[src/core/tau_clk_regs.svh]
// register map, field positions and reset values of the timer clock gate
`ifndef TAU_CLK_REGS_SVH
`define TAU_CLK_REGS_SVH

`define ADDR_W                8
`define DATA_W                16

`define PER_ENABLE_OFFSET     8'h00
`define PRESCALE_SEL_OFFSET   8'h02
`define UNIT_STATUS_OFFSET    8'h04

`define PER_ENABLE_WIDTH      8
`define PER_ENABLE_RESET      8'h00
`define UNIT_CLK_EN_BIT       0

`define PRESCALE_SEL_RESET    16'h0000
`define PRESCALE_SEL_MASK     16'h33ff
`define CLK0_SEL_LSB          0
`define CLK1_SEL_LSB          4
`define CLK2_SEL_LSB          8
`define CLK3_SEL_LSB          12
`define WIDE_SEL_W            4
`define NARROW_SEL_W          2

`define PRESCALE_CNT_W        15
`define PRESCALE_TAPS         16

`define STATUS_RUN_BIT        0
`define STATUS_CLK_EN_BIT     1
`define STATUS_STATE_LSB      2
`define STATUS_CNT_LSB        12
`define STATUS_CNT_W          4

`endif

[src/core/tau_clk_pkg.sv]
// types used by the timer clock gate: its gate state and its divisor code
package tau_clk_pkg;

    typedef enum logic [1:0]
    {
        unit_held    = 2'b00,
        unit_release = 2'b01,
        unit_running = 2'b10
    } unit_state_t;

    typedef logic [3:0] div_code_t;

endpackage

[src/core/prescale_if.sv]
// carrier between the gate logic and the free-running prescaler counter
`include "tau_clk_regs.svh"

interface prescale_if;
    logic                          run;
    logic [`PRESCALE_CNT_W-1:0]    count;
    logic [`PRESCALE_TAPS-1:0]     tick;

    modport counter
    (
        input  run,
        output count,
        output tick
    );

    modport user
    (
        output run,
        input  count,
        input  tick
    );
endinterface

[src/core/prescale_counter.sv]
// free-running prescaler counter with one tap per power-of-two divisor
`include "tau_clk_regs.svh"

module prescale_counter
(
    input  wire logic   mclk,
    input  wire logic   nrst,
    prescale_if.counter pif
);

    logic [`PRESCALE_CNT_W-1:0] count_reg;

    // counter sits at zero while the unit is held, so the phase restarts on release
    always_ff @(posedge mclk or negedge nrst)
    begin
        if (!nrst)
            count_reg <= '0;
        else if (!pif.run)
            count_reg <= '0;
        else
            count_reg <= count_reg + 15'h0001;
    end

    assign pif.count   = count_reg;
    assign pif.tick[0] = 1'b1;

    // tap n fires once every 2^n cycles when the low n bits are all ones
    genvar n;
    generate
        for (n = 1; n < `PRESCALE_TAPS; n = n + 1)
        begin : g_tap
            assign pif.tick[n] = &count_reg[n-1:0];
        end
    endgenerate

endmodule // prescale_counter

[src/core/timer_unit_clock_gate_prescaler.sv]
// timer unit clock gate, held reset and operation clock prescaler
`include "tau_clk_regs.svh"

module timer_unit_clock_gate_prescaler
(
    input  wire logic                mclk,
    input  wire logic                nrst,
    input  wire logic [`ADDR_W-1:0]  addr,
    input  wire logic [`DATA_W-1:0]  wdata,
    input  wire logic                wr,
    input  wire logic                rd,
    output logic      [`DATA_W-1:0]  rdata,
    output logic                     timer_unit_clk_en,
    output logic                     timer_unit_rst_n,
    output logic                     operation_clock_0,
    output logic                     operation_clock_1,
    output logic [`NARROW_SEL_W-1:0] clk2_div_select,
    output logic [`NARROW_SEL_W-1:0] clk3_div_select
);

    typedef enum logic [1:0]
    {
        sel_per    = 2'b00,
        sel_pscale = 2'b01,
        sel_status = 2'b10,
        sel_none   = 2'b11
    } reg_sel_t;

    prescale_if pif ();

    logic [`PER_ENABLE_WIDTH-1:0] per_enable_reg;
    logic [`DATA_W-1:0]           prescale_sel_reg;
    logic [`DATA_W-1:0]           prescale_sel_next;
    tau_clk_pkg::unit_state_t     unit_state_reg;
    tau_clk_pkg::unit_state_t     unit_state_next;
    logic                         clk_en_reg;
    logic                         rst_n_reg;
    logic                         op_clk0_reg;
    logic                         op_clk1_reg;
    logic [`DATA_W-1:0]           rdata_reg;
    logic [`DATA_W-1:0]           rdata_next;
    logic [`DATA_W-1:0]           status_word;
    logic                         rst_meta_n_reg;
    logic                         rst_sync_n_reg;
    logic                         gate_bit;
    logic                         unit_writable;
    logic                         per_wr;
    logic                         pscale_wr;
    tau_clk_pkg::div_code_t       clk0_code;
    tau_clk_pkg::div_code_t       clk1_code;

    // address decode shared by the write and read paths
    function automatic reg_sel_t decode(input logic [`ADDR_W-1:0] a);
        reg_sel_t s;
        s = sel_none;
        case (a)
            `PER_ENABLE_OFFSET:   s = sel_per;
            `PRESCALE_SEL_OFFSET: s = sel_pscale;
            `UNIT_STATUS_OFFSET:  s = sel_status;
            default:              s = sel_none;
        endcase
        return s;
    endfunction

    // picks one prescaler tap by its divisor code
    function automatic logic tap_of
    (
        input logic [`PRESCALE_TAPS-1:0] taps,
        input tau_clk_pkg::div_code_t    code
    );
        logic t;
        t = taps[code];
        return t;
    endfunction

    assign gate_bit      = per_enable_reg[`UNIT_CLK_EN_BIT];
    assign per_wr        = wr && (decode(addr) == sel_per);
    assign pscale_wr     = wr && (decode(addr) == sel_pscale);
    assign clk0_code     = prescale_sel_reg[`CLK0_SEL_LSB +: `WIDE_SEL_W];
    assign clk1_code     = prescale_sel_reg[`CLK1_SEL_LSB +: `WIDE_SEL_W];

    // unit registers only take writes once the unit is out of reset
    assign unit_writable = (unit_state_reg == tau_clk_pkg::unit_running);

    // two-flop reset synchroniser: asserts at once, releases on an edge,
    // so no flop sees the pin lift inside its recovery window
    always_ff @(posedge mclk or negedge nrst)
    begin
        if (!nrst)
        begin
            rst_meta_n_reg <= 1'b0;
            rst_sync_n_reg <= 1'b0;
        end
        else
        begin
            rst_meta_n_reg <= 1'b1;
            rst_sync_n_reg <= rst_meta_n_reg;
        end
    end

    // peripheral enable register sits outside the unit and is always writable
    always_ff @(posedge mclk or negedge rst_sync_n_reg)
    begin
        if (!rst_sync_n_reg)
        begin
            per_enable_reg <= `PER_ENABLE_RESET;
        end
        else if (per_wr)
        begin
            per_enable_reg <= wdata[`PER_ENABLE_WIDTH-1:0];
        end
    end

    // gate state: held while the bit is low, one release cycle, then running
    always_comb
    begin
        unit_state_next = unit_state_reg;
        case (unit_state_reg)
            tau_clk_pkg::unit_held:
            begin
                if (gate_bit)
                    unit_state_next = tau_clk_pkg::unit_release;
            end
            tau_clk_pkg::unit_release:
            begin
                if (gate_bit)
                    unit_state_next = tau_clk_pkg::unit_running;
                else
                    unit_state_next = tau_clk_pkg::unit_held;
            end
            tau_clk_pkg::unit_running:
            begin
                if (!gate_bit)
                    unit_state_next = tau_clk_pkg::unit_held;
            end
            default:
            begin
                unit_state_next = tau_clk_pkg::unit_held;
            end
        endcase
    end

    always_ff @(posedge mclk or negedge rst_sync_n_reg)
    begin
        if (!rst_sync_n_reg)
        begin
            unit_state_reg <= tau_clk_pkg::unit_held;
        end
        else
        begin
            unit_state_reg <= unit_state_next;
        end
    end

    // clock gate follows the enable bit one cycle later, through a register
    always_ff @(posedge mclk or negedge rst_sync_n_reg)
    begin
        if (!rst_sync_n_reg)
        begin
            clk_en_reg <= 1'b0;
        end
        else
        begin
            clk_en_reg <= gate_bit;
        end
    end

    // reset is released one cycle after the clock starts so the unit sees
    // a running clock before it leaves reset
    always_ff @(posedge mclk or negedge rst_sync_n_reg)
    begin
        if (!rst_sync_n_reg)
        begin
            rst_n_reg <= 1'b0;
        end
        else
        begin
            rst_n_reg <= gate_bit && clk_en_reg;
        end
    end

    // select register: reset while held, masked writes only when running
    always_comb
    begin
        prescale_sel_next = prescale_sel_reg;
        if (unit_state_reg != tau_clk_pkg::unit_running)
            prescale_sel_next = `PRESCALE_SEL_RESET;
        else if (pscale_wr && unit_writable)
            prescale_sel_next = wdata & `PRESCALE_SEL_MASK;
    end

    always_ff @(posedge mclk or negedge rst_sync_n_reg)
    begin
        if (!rst_sync_n_reg)
        begin
            prescale_sel_reg <= `PRESCALE_SEL_RESET;
        end
        else
        begin
            prescale_sel_reg <= prescale_sel_next;
        end
    end

    // counter runs only while the unit is out of reset
    assign pif.run = (unit_state_reg == tau_clk_pkg::unit_running);

    prescale_counter u_prescale_counter
    (
        .mclk (mclk),
        .nrst (rst_sync_n_reg),
        .pif  (pif)
    );

    // operation clocks leave as registered one-cycle enables, never as clocks,
    // which keeps every downstream flop on mclk and avoids derived clock skew
    always_ff @(posedge mclk or negedge rst_sync_n_reg)
    begin
        if (!rst_sync_n_reg)
        begin
            op_clk0_reg <= 1'b0;
        end
        else
        begin
            op_clk0_reg <= pif.run && tap_of(pif.tick, clk0_code);
        end
    end

    always_ff @(posedge mclk or negedge rst_sync_n_reg)
    begin
        if (!rst_sync_n_reg)
        begin
            op_clk1_reg <= 1'b0;
        end
        else
        begin
            op_clk1_reg <= pif.run && tap_of(pif.tick, clk1_code);
        end
    end

    // status word: run flag, gate flag, gate state and top counter bits,
    // so software can follow the release sequence without touching the unit
    always_comb
    begin
        status_word                                   = '0;
        status_word[`STATUS_RUN_BIT]                  = pif.run;
        status_word[`STATUS_CLK_EN_BIT]               = clk_en_reg;
        status_word[`STATUS_STATE_LSB +: 2]           = unit_state_reg;
        status_word[`STATUS_CNT_LSB +: `STATUS_CNT_W] =
            pif.count[`PRESCALE_CNT_W-1 -: `STATUS_CNT_W];
    end

    // read mux: unit registers read back their held reset value while gated
    always_comb
    begin
        rdata_next = '0;
        if (rd)
        begin
            case (decode(addr))
                sel_per:
                begin
                    rdata_next[`PER_ENABLE_WIDTH-1:0] = per_enable_reg;
                end
                sel_pscale:
                begin
                    rdata_next = prescale_sel_reg & `PRESCALE_SEL_MASK;
                end
                sel_status:
                begin
                    rdata_next = status_word;
                end
                default:
                begin
                    rdata_next = '0;
                end
            endcase
        end
    end

    // read data stands only in the cycle after the strobe
    always_ff @(posedge mclk or negedge rst_sync_n_reg)
    begin
        if (!rst_sync_n_reg)
        begin
            rdata_reg <= '0;
        end
        else
        begin
            rdata_reg <= rdata_next;
        end
    end

    assign rdata             = rdata_reg;
    assign timer_unit_clk_en = clk_en_reg;
    assign timer_unit_rst_n  = rst_n_reg;
    assign operation_clock_0 = op_clk0_reg;
    assign operation_clock_1 = op_clk1_reg;
    assign clk2_div_select   = prescale_sel_reg[`CLK2_SEL_LSB +: `NARROW_SEL_W];
    assign clk3_div_select   = prescale_sel_reg[`CLK3_SEL_LSB +: `NARROW_SEL_W];

endmodule // timer_unit_clock_gate_prescaler

[config.mk]
export PLATFORM = sky130hd
export DESIGN_NAME = timer_unit_clock_gate_prescaler
export DESIGN_NICKNAME = d
export VERILOG_FILES = /design/src/core/tau_clk_pkg.sv /design/src/core/prescale_if.sv /design/src/core/prescale_counter.sv /design/src/core/timer_unit_clock_gate_prescaler.sv
export VERILOG_INCLUDE_DIRS = /design/src /design/src/core
export SDC_FILE = /design/constraint.sdc
export NUM_CORES = 1
export LEC_CHECK = 0
export ABC_AREA = 1
export BUFFER_PORTS_ARGS = -buffer_cell sky130_fd_sc_hd__buf_2
export CAP_MARGIN = 20
export CORE_MARGIN = 1.5
export CORE_UTILIZATION = 35
export DETAILED_ROUTE_END_ITERATION = 12
export PLACE_DENSITY = 0.52
export SLEW_MARGIN = 25
export SYNTH_ARGS = -nofsm -noshare
export SYNTH_HDL_FRONTEND = slang
export SYNTH_HIERARCHICAL = 1
export SYNTH_SLANG_ARGS = --single-unit
[constraint.sdc]
create_clock -name mclk -period 2.9 [get_ports mclk]
set_clock_uncertainty 0.15 [all_clocks]
set_input_delay 0.145 -clock mclk [delete_from_list [all_inputs] [get_ports mclk]]
set_output_delay 0.145 -clock mclk [all_outputs]
set_load 0.02 [all_outputs]
# ---- Word-level counts from Yosys, hierarchy flattened
# Index checks and enable logic that the tools add are counted.
dict set report word_totals {
  ff_bits 61
}
dict set report op_classes {
  add_sub_neg 1
  magnitude_cmp 2
  eq_ne 10
  n_mux 16
  reduce_logical 26
}
# op n
set ops {}
lappend ops {{$mux 14} 2}
lappend ops {{$pmux 8 s3} 1}
lappend ops {{$mux 16} 1}
lappend ops {{$pmux 8 s2} 1}
lappend ops {{$add 15x1->15 const B} 1}
lappend ops {{$mux 15} 1}
lappend ops {{$reduce_and 15->1} 1}
lappend ops {{$reduce_and 14->1} 1}
lappend ops {{$reduce_and 13->1} 1}
lappend ops {{$pmux 2 s3} 2}
lappend ops {{$reduce_and 12->1} 1}
lappend ops {{$reduce_and 11->1} 1}
lappend ops {{$lt 4x5->1 const B} 2}
lappend ops {{$reduce_and 10->1} 1}
lappend ops {{$reduce_and 9->1} 1}
lappend ops {{$bmux 1 s4} 2}
lappend ops {{$eq 8x2->1 const B} 1}
lappend ops {{$eq 8x3->1 const B} 1}
lappend ops {{$logic_not 8->1} 1}
lappend ops {{$mux 2} 4}
lappend ops {{$reduce_and 8->1} 1}
lappend ops {{$reduce_and 7->1} 1}
lappend ops {{$eq 2x1->1 const B} 3}
lappend ops {{$logic_and 1x1->1} 6}
lappend ops {{other kinds (10)} 17}

# ---- Longest topological paths before layout
dict set report logic_depth {
  depth_word 7
  depth_mapped 12
}

# ---- Modules after synthesis
# Netlist, hierarchy kept.
# module n_inst cells_per_inst area_per_inst_um2 seq_area_each_um2
set by_module_without_submodules {}
lappend by_module_without_submodules {timer_unit_clock_gate_prescaler 1 275 2184.6 1051.0}
lappend by_module_without_submodules {prescale_counter 1 119 904.6 375.4}

# ---- Worst setup path before layout
# OpenSTA, ideal clock, no wires.
dict set report synth_timing {
  path_type {reg2reg}
  startpoint {reg u_prescale_counter.count_reg[0] (netlist: u_prescale_counter/pif.count[0])}
  endpoint {reg op_clk1_reg (netlist: operation_clock_1)}
  setup_time_ns 0.077
  t_arrival_ns 1.520
  setup_slack_ns 1.153
  stages_incl_launch_ff 12
  n_path_buf 0
  period_less_slack_ns 1.747
  cell_sequence {dfrtp_1 ha_1 nand2_1 nor2_4 nand3_4 nor3b_2 inv_1 nand2_1 nand3_1 nand3_1 nand3_1 a21oi_1}
}
dict set report synth_via {
  elab_chain_cells 4
}
# element line_no
set synth_lines {}
lappend synth_lines {{start, declared} prescale_counter.sv:11} ;# logic [`PRESCALE_CNT_W-1:0] count_reg;
lappend synth_lines {{start signal, assigned} prescale_counter.sv:21} ;# count_reg <= count_reg + 15'h0001;
lappend synth_lines {{$reduce_and 2->1} prescale_counter.sv:32} ;# assign pif.tick[n] = &count_reg[n-1:0];
lappend synth_lines {{net pif.tick[2]} prescale_if.sv:7} ;# logic [`PRESCALE_TAPS-1:0] tick;
lappend synth_lines {{$bmux 1 s4} timer_unit_clock_gate_prescaler.sv:72} ;# t = taps[code];
lappend synth_lines {{$mux 1 (not written as such)} timer_unit_clock_gate_prescaler.sv:72}
lappend synth_lines {{$logic_and 1x1->1} timer_unit_clock_gate_prescaler.sv:236} ;# op_clk1_reg <= pif.run && tap_of(pif.tick, clk1_code);
lappend synth_lines {{end signal, assigned} timer_unit_clock_gate_prescaler.sv:236}
lappend synth_lines {{end, declared} timer_unit_clock_gate_prescaler.sv:39} ;# logic op_clk1_reg;
# The timed path passes the listed nets, and every way through them passes these cells. The select of a mux whose other input is x is not followed.
# A chain may end at the register's enable or synchronous reset.

# ---- Final worst setup path
dict set report layout_timing {
  startpoint {reg u_prescale_counter.count_reg[0] (netlist: u_prescale_counter/pif.count[0])}
  endpoint {reg op_clk0_reg (netlist: operation_clock_0)}
}
dict set report layout_via {
  elab_chain_cells 4
}
# element line_no
set layout_lines {}
lappend layout_lines {{$reduce_and 2->1} prescale_counter.sv:32}
lappend layout_lines {{net pif.tick[2]} prescale_if.sv:7}
lappend layout_lines {{$bmux 1 s4} timer_unit_clock_gate_prescaler.sv:72}
lappend layout_lines {{$mux 1 (not written as such)} timer_unit_clock_gate_prescaler.sv:72}
lappend layout_lines {{$logic_and 1x1->1} timer_unit_clock_gate_prescaler.sv:224} ;# op_clk0_reg <= pif.run && tap_of(pif.tick, clk0_code);
lappend layout_lines {{end signal, assigned} timer_unit_clock_gate_prescaler.sv:224}
lappend layout_lines {{end, declared} timer_unit_clock_gate_prescaler.sv:38} ;# logic op_clk0_reg;
# The timed path passes the listed nets, and every way through them passes these cells. The select of a mux whose other input is x is not followed.

==> impl_metrics.py <==
metrics = {
    "worst_hold_path": {
        "hp-start": "rd",
        "worstHoldPathType": "input port to flip-flop",
    },
    "die": {
        "start_util_pct": 35.8,
        "core_mm2": 0.00864,
        "ios": 52,
        "rows": 34,
        "die_h_um": 97.0,
        "die_w_um": 97.0,
        "dieArea_mm2": 0.00940,
    },
    "route": {
        "drt-total-wl_um": 7130,
        "drt_pre_antenna_iters": 4,
        "wl_per_cell_um": 12.6,
        "viasPerCell": 4.70,
        "remaining_drc_errors": 0,
        "ant_nets": 0,
        "drtIter0Drc": 176,
        "vias": 2667,
    },
    "job": {
        "max_cap_violations": 0,
    },
    "power": {
        "seq_power_share_pct": 46.3,
        "pwr-share-comb_pct": 6.4,
        "p_clk_share_pct": 47.3,
        "vdd_drop_max_mv": 0.210,
        "p_leak_nw": 1.81,
        "swShare_pct": 23.0,
        "finalPower_mw": 1.81,
        "cellInternalPower_mw": 1.39,
        "switchingPower_uw": 416,
        "power.density_mw_per_mm2": 482,
    },
    "setup_path": {
        "cp.arrival_ps": 2190,
        "r2r_start": "u_prescale_counter/pif.count[0]",
        "reg2reg_slack_ps": 800,
        "r2r_cells": 11,
        "startpoint": "u_prescale_counter/pif.count[0]",
        "crit_fanout": 8,
        "r2r_end": "operation_clock_0",
        "crit_path_start_kind": "flip-flop",
        "critPathCapture": "operation_clock_0",
        "crit_type": "flip-flop to flip-flop",
        "endpoint_kind": "flip-flop",
        "crit_required_ps": 2990,
    },
    "cells_and_area": {
        "drive_above_1_share_pct": 19.1,
        "n_antenna_cell": 0,
        "layout.nets": 490,
        "largest_register_ffs": 15,
        "synthToLayoutAreaGrowth_pct": 21.4,
    },
    "sta": {
        "worstMarginPinSlew_ps": 668,
        "hold_violations": 0,
        "final_max_slew_viol_count": 0,
        "max_freq_ghz": 0.477,
        "setup_slack_ps": 802,
        "setup-violations-final": 0,
        "rsz0062_at_grt": "no",
        "min_period_ps": 2100,
        "slew_headroom_pct": 55.3,
        "finalSetupTns_ps": 0,
        "min_period_over_period_pct": 72.3,
    },
    "global_route": {
        "grt_pass1_vias": 2669,
        "overflow": 0,
        "antenna_found_initial": 0,
        "grt_max_degree": 29,
        "grt_pass1_wl_um": 12600,
        "grt.total_usage_pct": 16.6,
    },
    "synth": {
        "async_reset_ff_share_pct": 100,
        "synthesis.area_mm2": 0.00309,
        "syn-instance-count": 394,
        "seq_area_frac_synth_pct": 46.2,
        "ys_ff_latch": 57,
        "post-synth-top-count-cell": "nand2_1",
        "avgSynthCellArea_um2": 7.84,
        "synth_top_area_cell": "dfrtp_1",
        "synth_ff_type": "dfrtp_1",
        "netlist_top_cells_count": "93 x nand2_1, 63 x inv_1, 57 x dfrtp_1",
        "synth_area_leaders": "dfrtp_1 46%, nand2_1 11%, nand3_1 8.4%, inv_1 7.7%, nor2_1 3.8%",
        "synth_top_area_share_pct": 46.2,
        "ys_types": 30,
        "yosys_warnings": 6,
        "synth-edff-count": 0,
    },
    "clocking": {
        "clk_pin_slew_worst_paths_ps": 70,
        "cts_tree": "yes",
        "cts-buffers-inserted": 9,
        "cts_buffer_depth": 2,
        "cts-resized-gates": 0,
        "clock-sinks": 57,
        "cts_root_buffer": "clkbuf_8",
        "clock_latency_ps": 340,
        "htree_levels": 3,
    },
    "place": {
        "gp_congestion": 0.833,
        "dpl.hpwl_um": 5160,
        "pre_cts_ws_ps": 818,
        "port_buffers": 45,
    },
    "run_status": {
        "status": "complete, no violations",
    },
}
==> worst min-delay path by stage <==
stage	to	slack, ps	cells past startpoint
finish	rdata[14]	10	3
global placement	rst_meta_n_reg	-220	1
detailed placement	rst_meta_n_reg	-220	1
CTS	rdata[15]	5	3
floorplan	rst_meta_n_reg	-300	0
global route	rdata[15]	9	3
==> logic make-up (layout without fill, tap and decap cells) <==
logic type | Yosys count | in the layout | share of synthesized area (%)
adder cells (fa/ha/maj) | 7 | 7 | 2.84
XOR/XNOR | 1 | 1 | 0.284
flip-flops | 57 | 57 | 46.2
other | 3 | 4 | 0.364
AND/OR/NAND/NOR | 209 | 209 | 31.6
buffers and inverters | 82 | 147 | 12.1
AO/OA/AOI/OAI | 35 | 35 | 6.68
==> power by group through the flow <==
stage / Combinational [mW] / Sequential [mW] / Clock (mW)
after floorplan: 0.0548 / 0.860 / 0
after global placement: 0.100 / 0.851 / 0
after detailed placement: 0.101 / 0.852 / 0
after CTS: 0.117 / 0.836 / 0.886
after global routing: 0.133 / 0.840 / 0.920
final: 0.115 / 0.837 / 0.855
==> routing by layer <==
layer / track usage, % / up-vias / part of all wire (%) / wire length, um
met5: 0 / - / 0 / 0
met4: 4.35 / 0 / 0.94 / 67
met3: 4.34 / 5 / 4.0 / 286
met2: 26.6 / 62 / 45 / 3190
met1: 22.3 / 1243 / 50 / 3590
li1: - / 1357 / - / -
==> area by class of cell <==
type                            instances  area, um2
Clock buffer                           11        151
Inverter                               65        244
Tap cell                              108        135
Timing Repair Buffer                   66        423
Multi-Input combinational cell        256       1290
Sequential cell                        57       1430
Clock inverter                          5       77.6
Fill cell                             897       4880
==> layout by cell type, fill, tap and decap left out, types with 4 or more instances in the layout <==
cell type and count:
nand2_1 93, inv_1 63, dfrtp_1 56, nand3_1 52, buf_2 45, nor2_1 31, o21ai_0 16, dlygate4sd3_1 16
nand4_1 12, a21oi_1 11, clkbuf_8 11, ha_1 7, nor2_2 6, buf_4 5, nand2_2 4, conb_1 4
==> stage by stage <==
step                      std cells  cell area [um2]  util, %  hold slack [ps]
final                           568             3750     43.4             11.3
after global routing            568             3750     43.4             9.03
after CTS                       568             3750     43.4             4.52
after detailed placement        536             3360     38.9             -217
after global placement          536             3360     38.9             -219
after floorplan                 395             3090        -             -301
==> timing repair <==
action	CTS	global route
buffers inserted	0	0
hold buffers	16	0
hold endpoints to repair	23	0
==> critical path, cell delays in order, from the launching register on <==
cell     delay (ps)
dfrtp_1         410
ha_1            240
nand2_1         110
nor2_4          220
nand3_4         130
nor3b_2         170
inv_1            90
nand2_1          60
nand3_1          80
nand3_1          70
nand3_1          70
a21oi_1         200
Power figures use the tool's default switching activity.
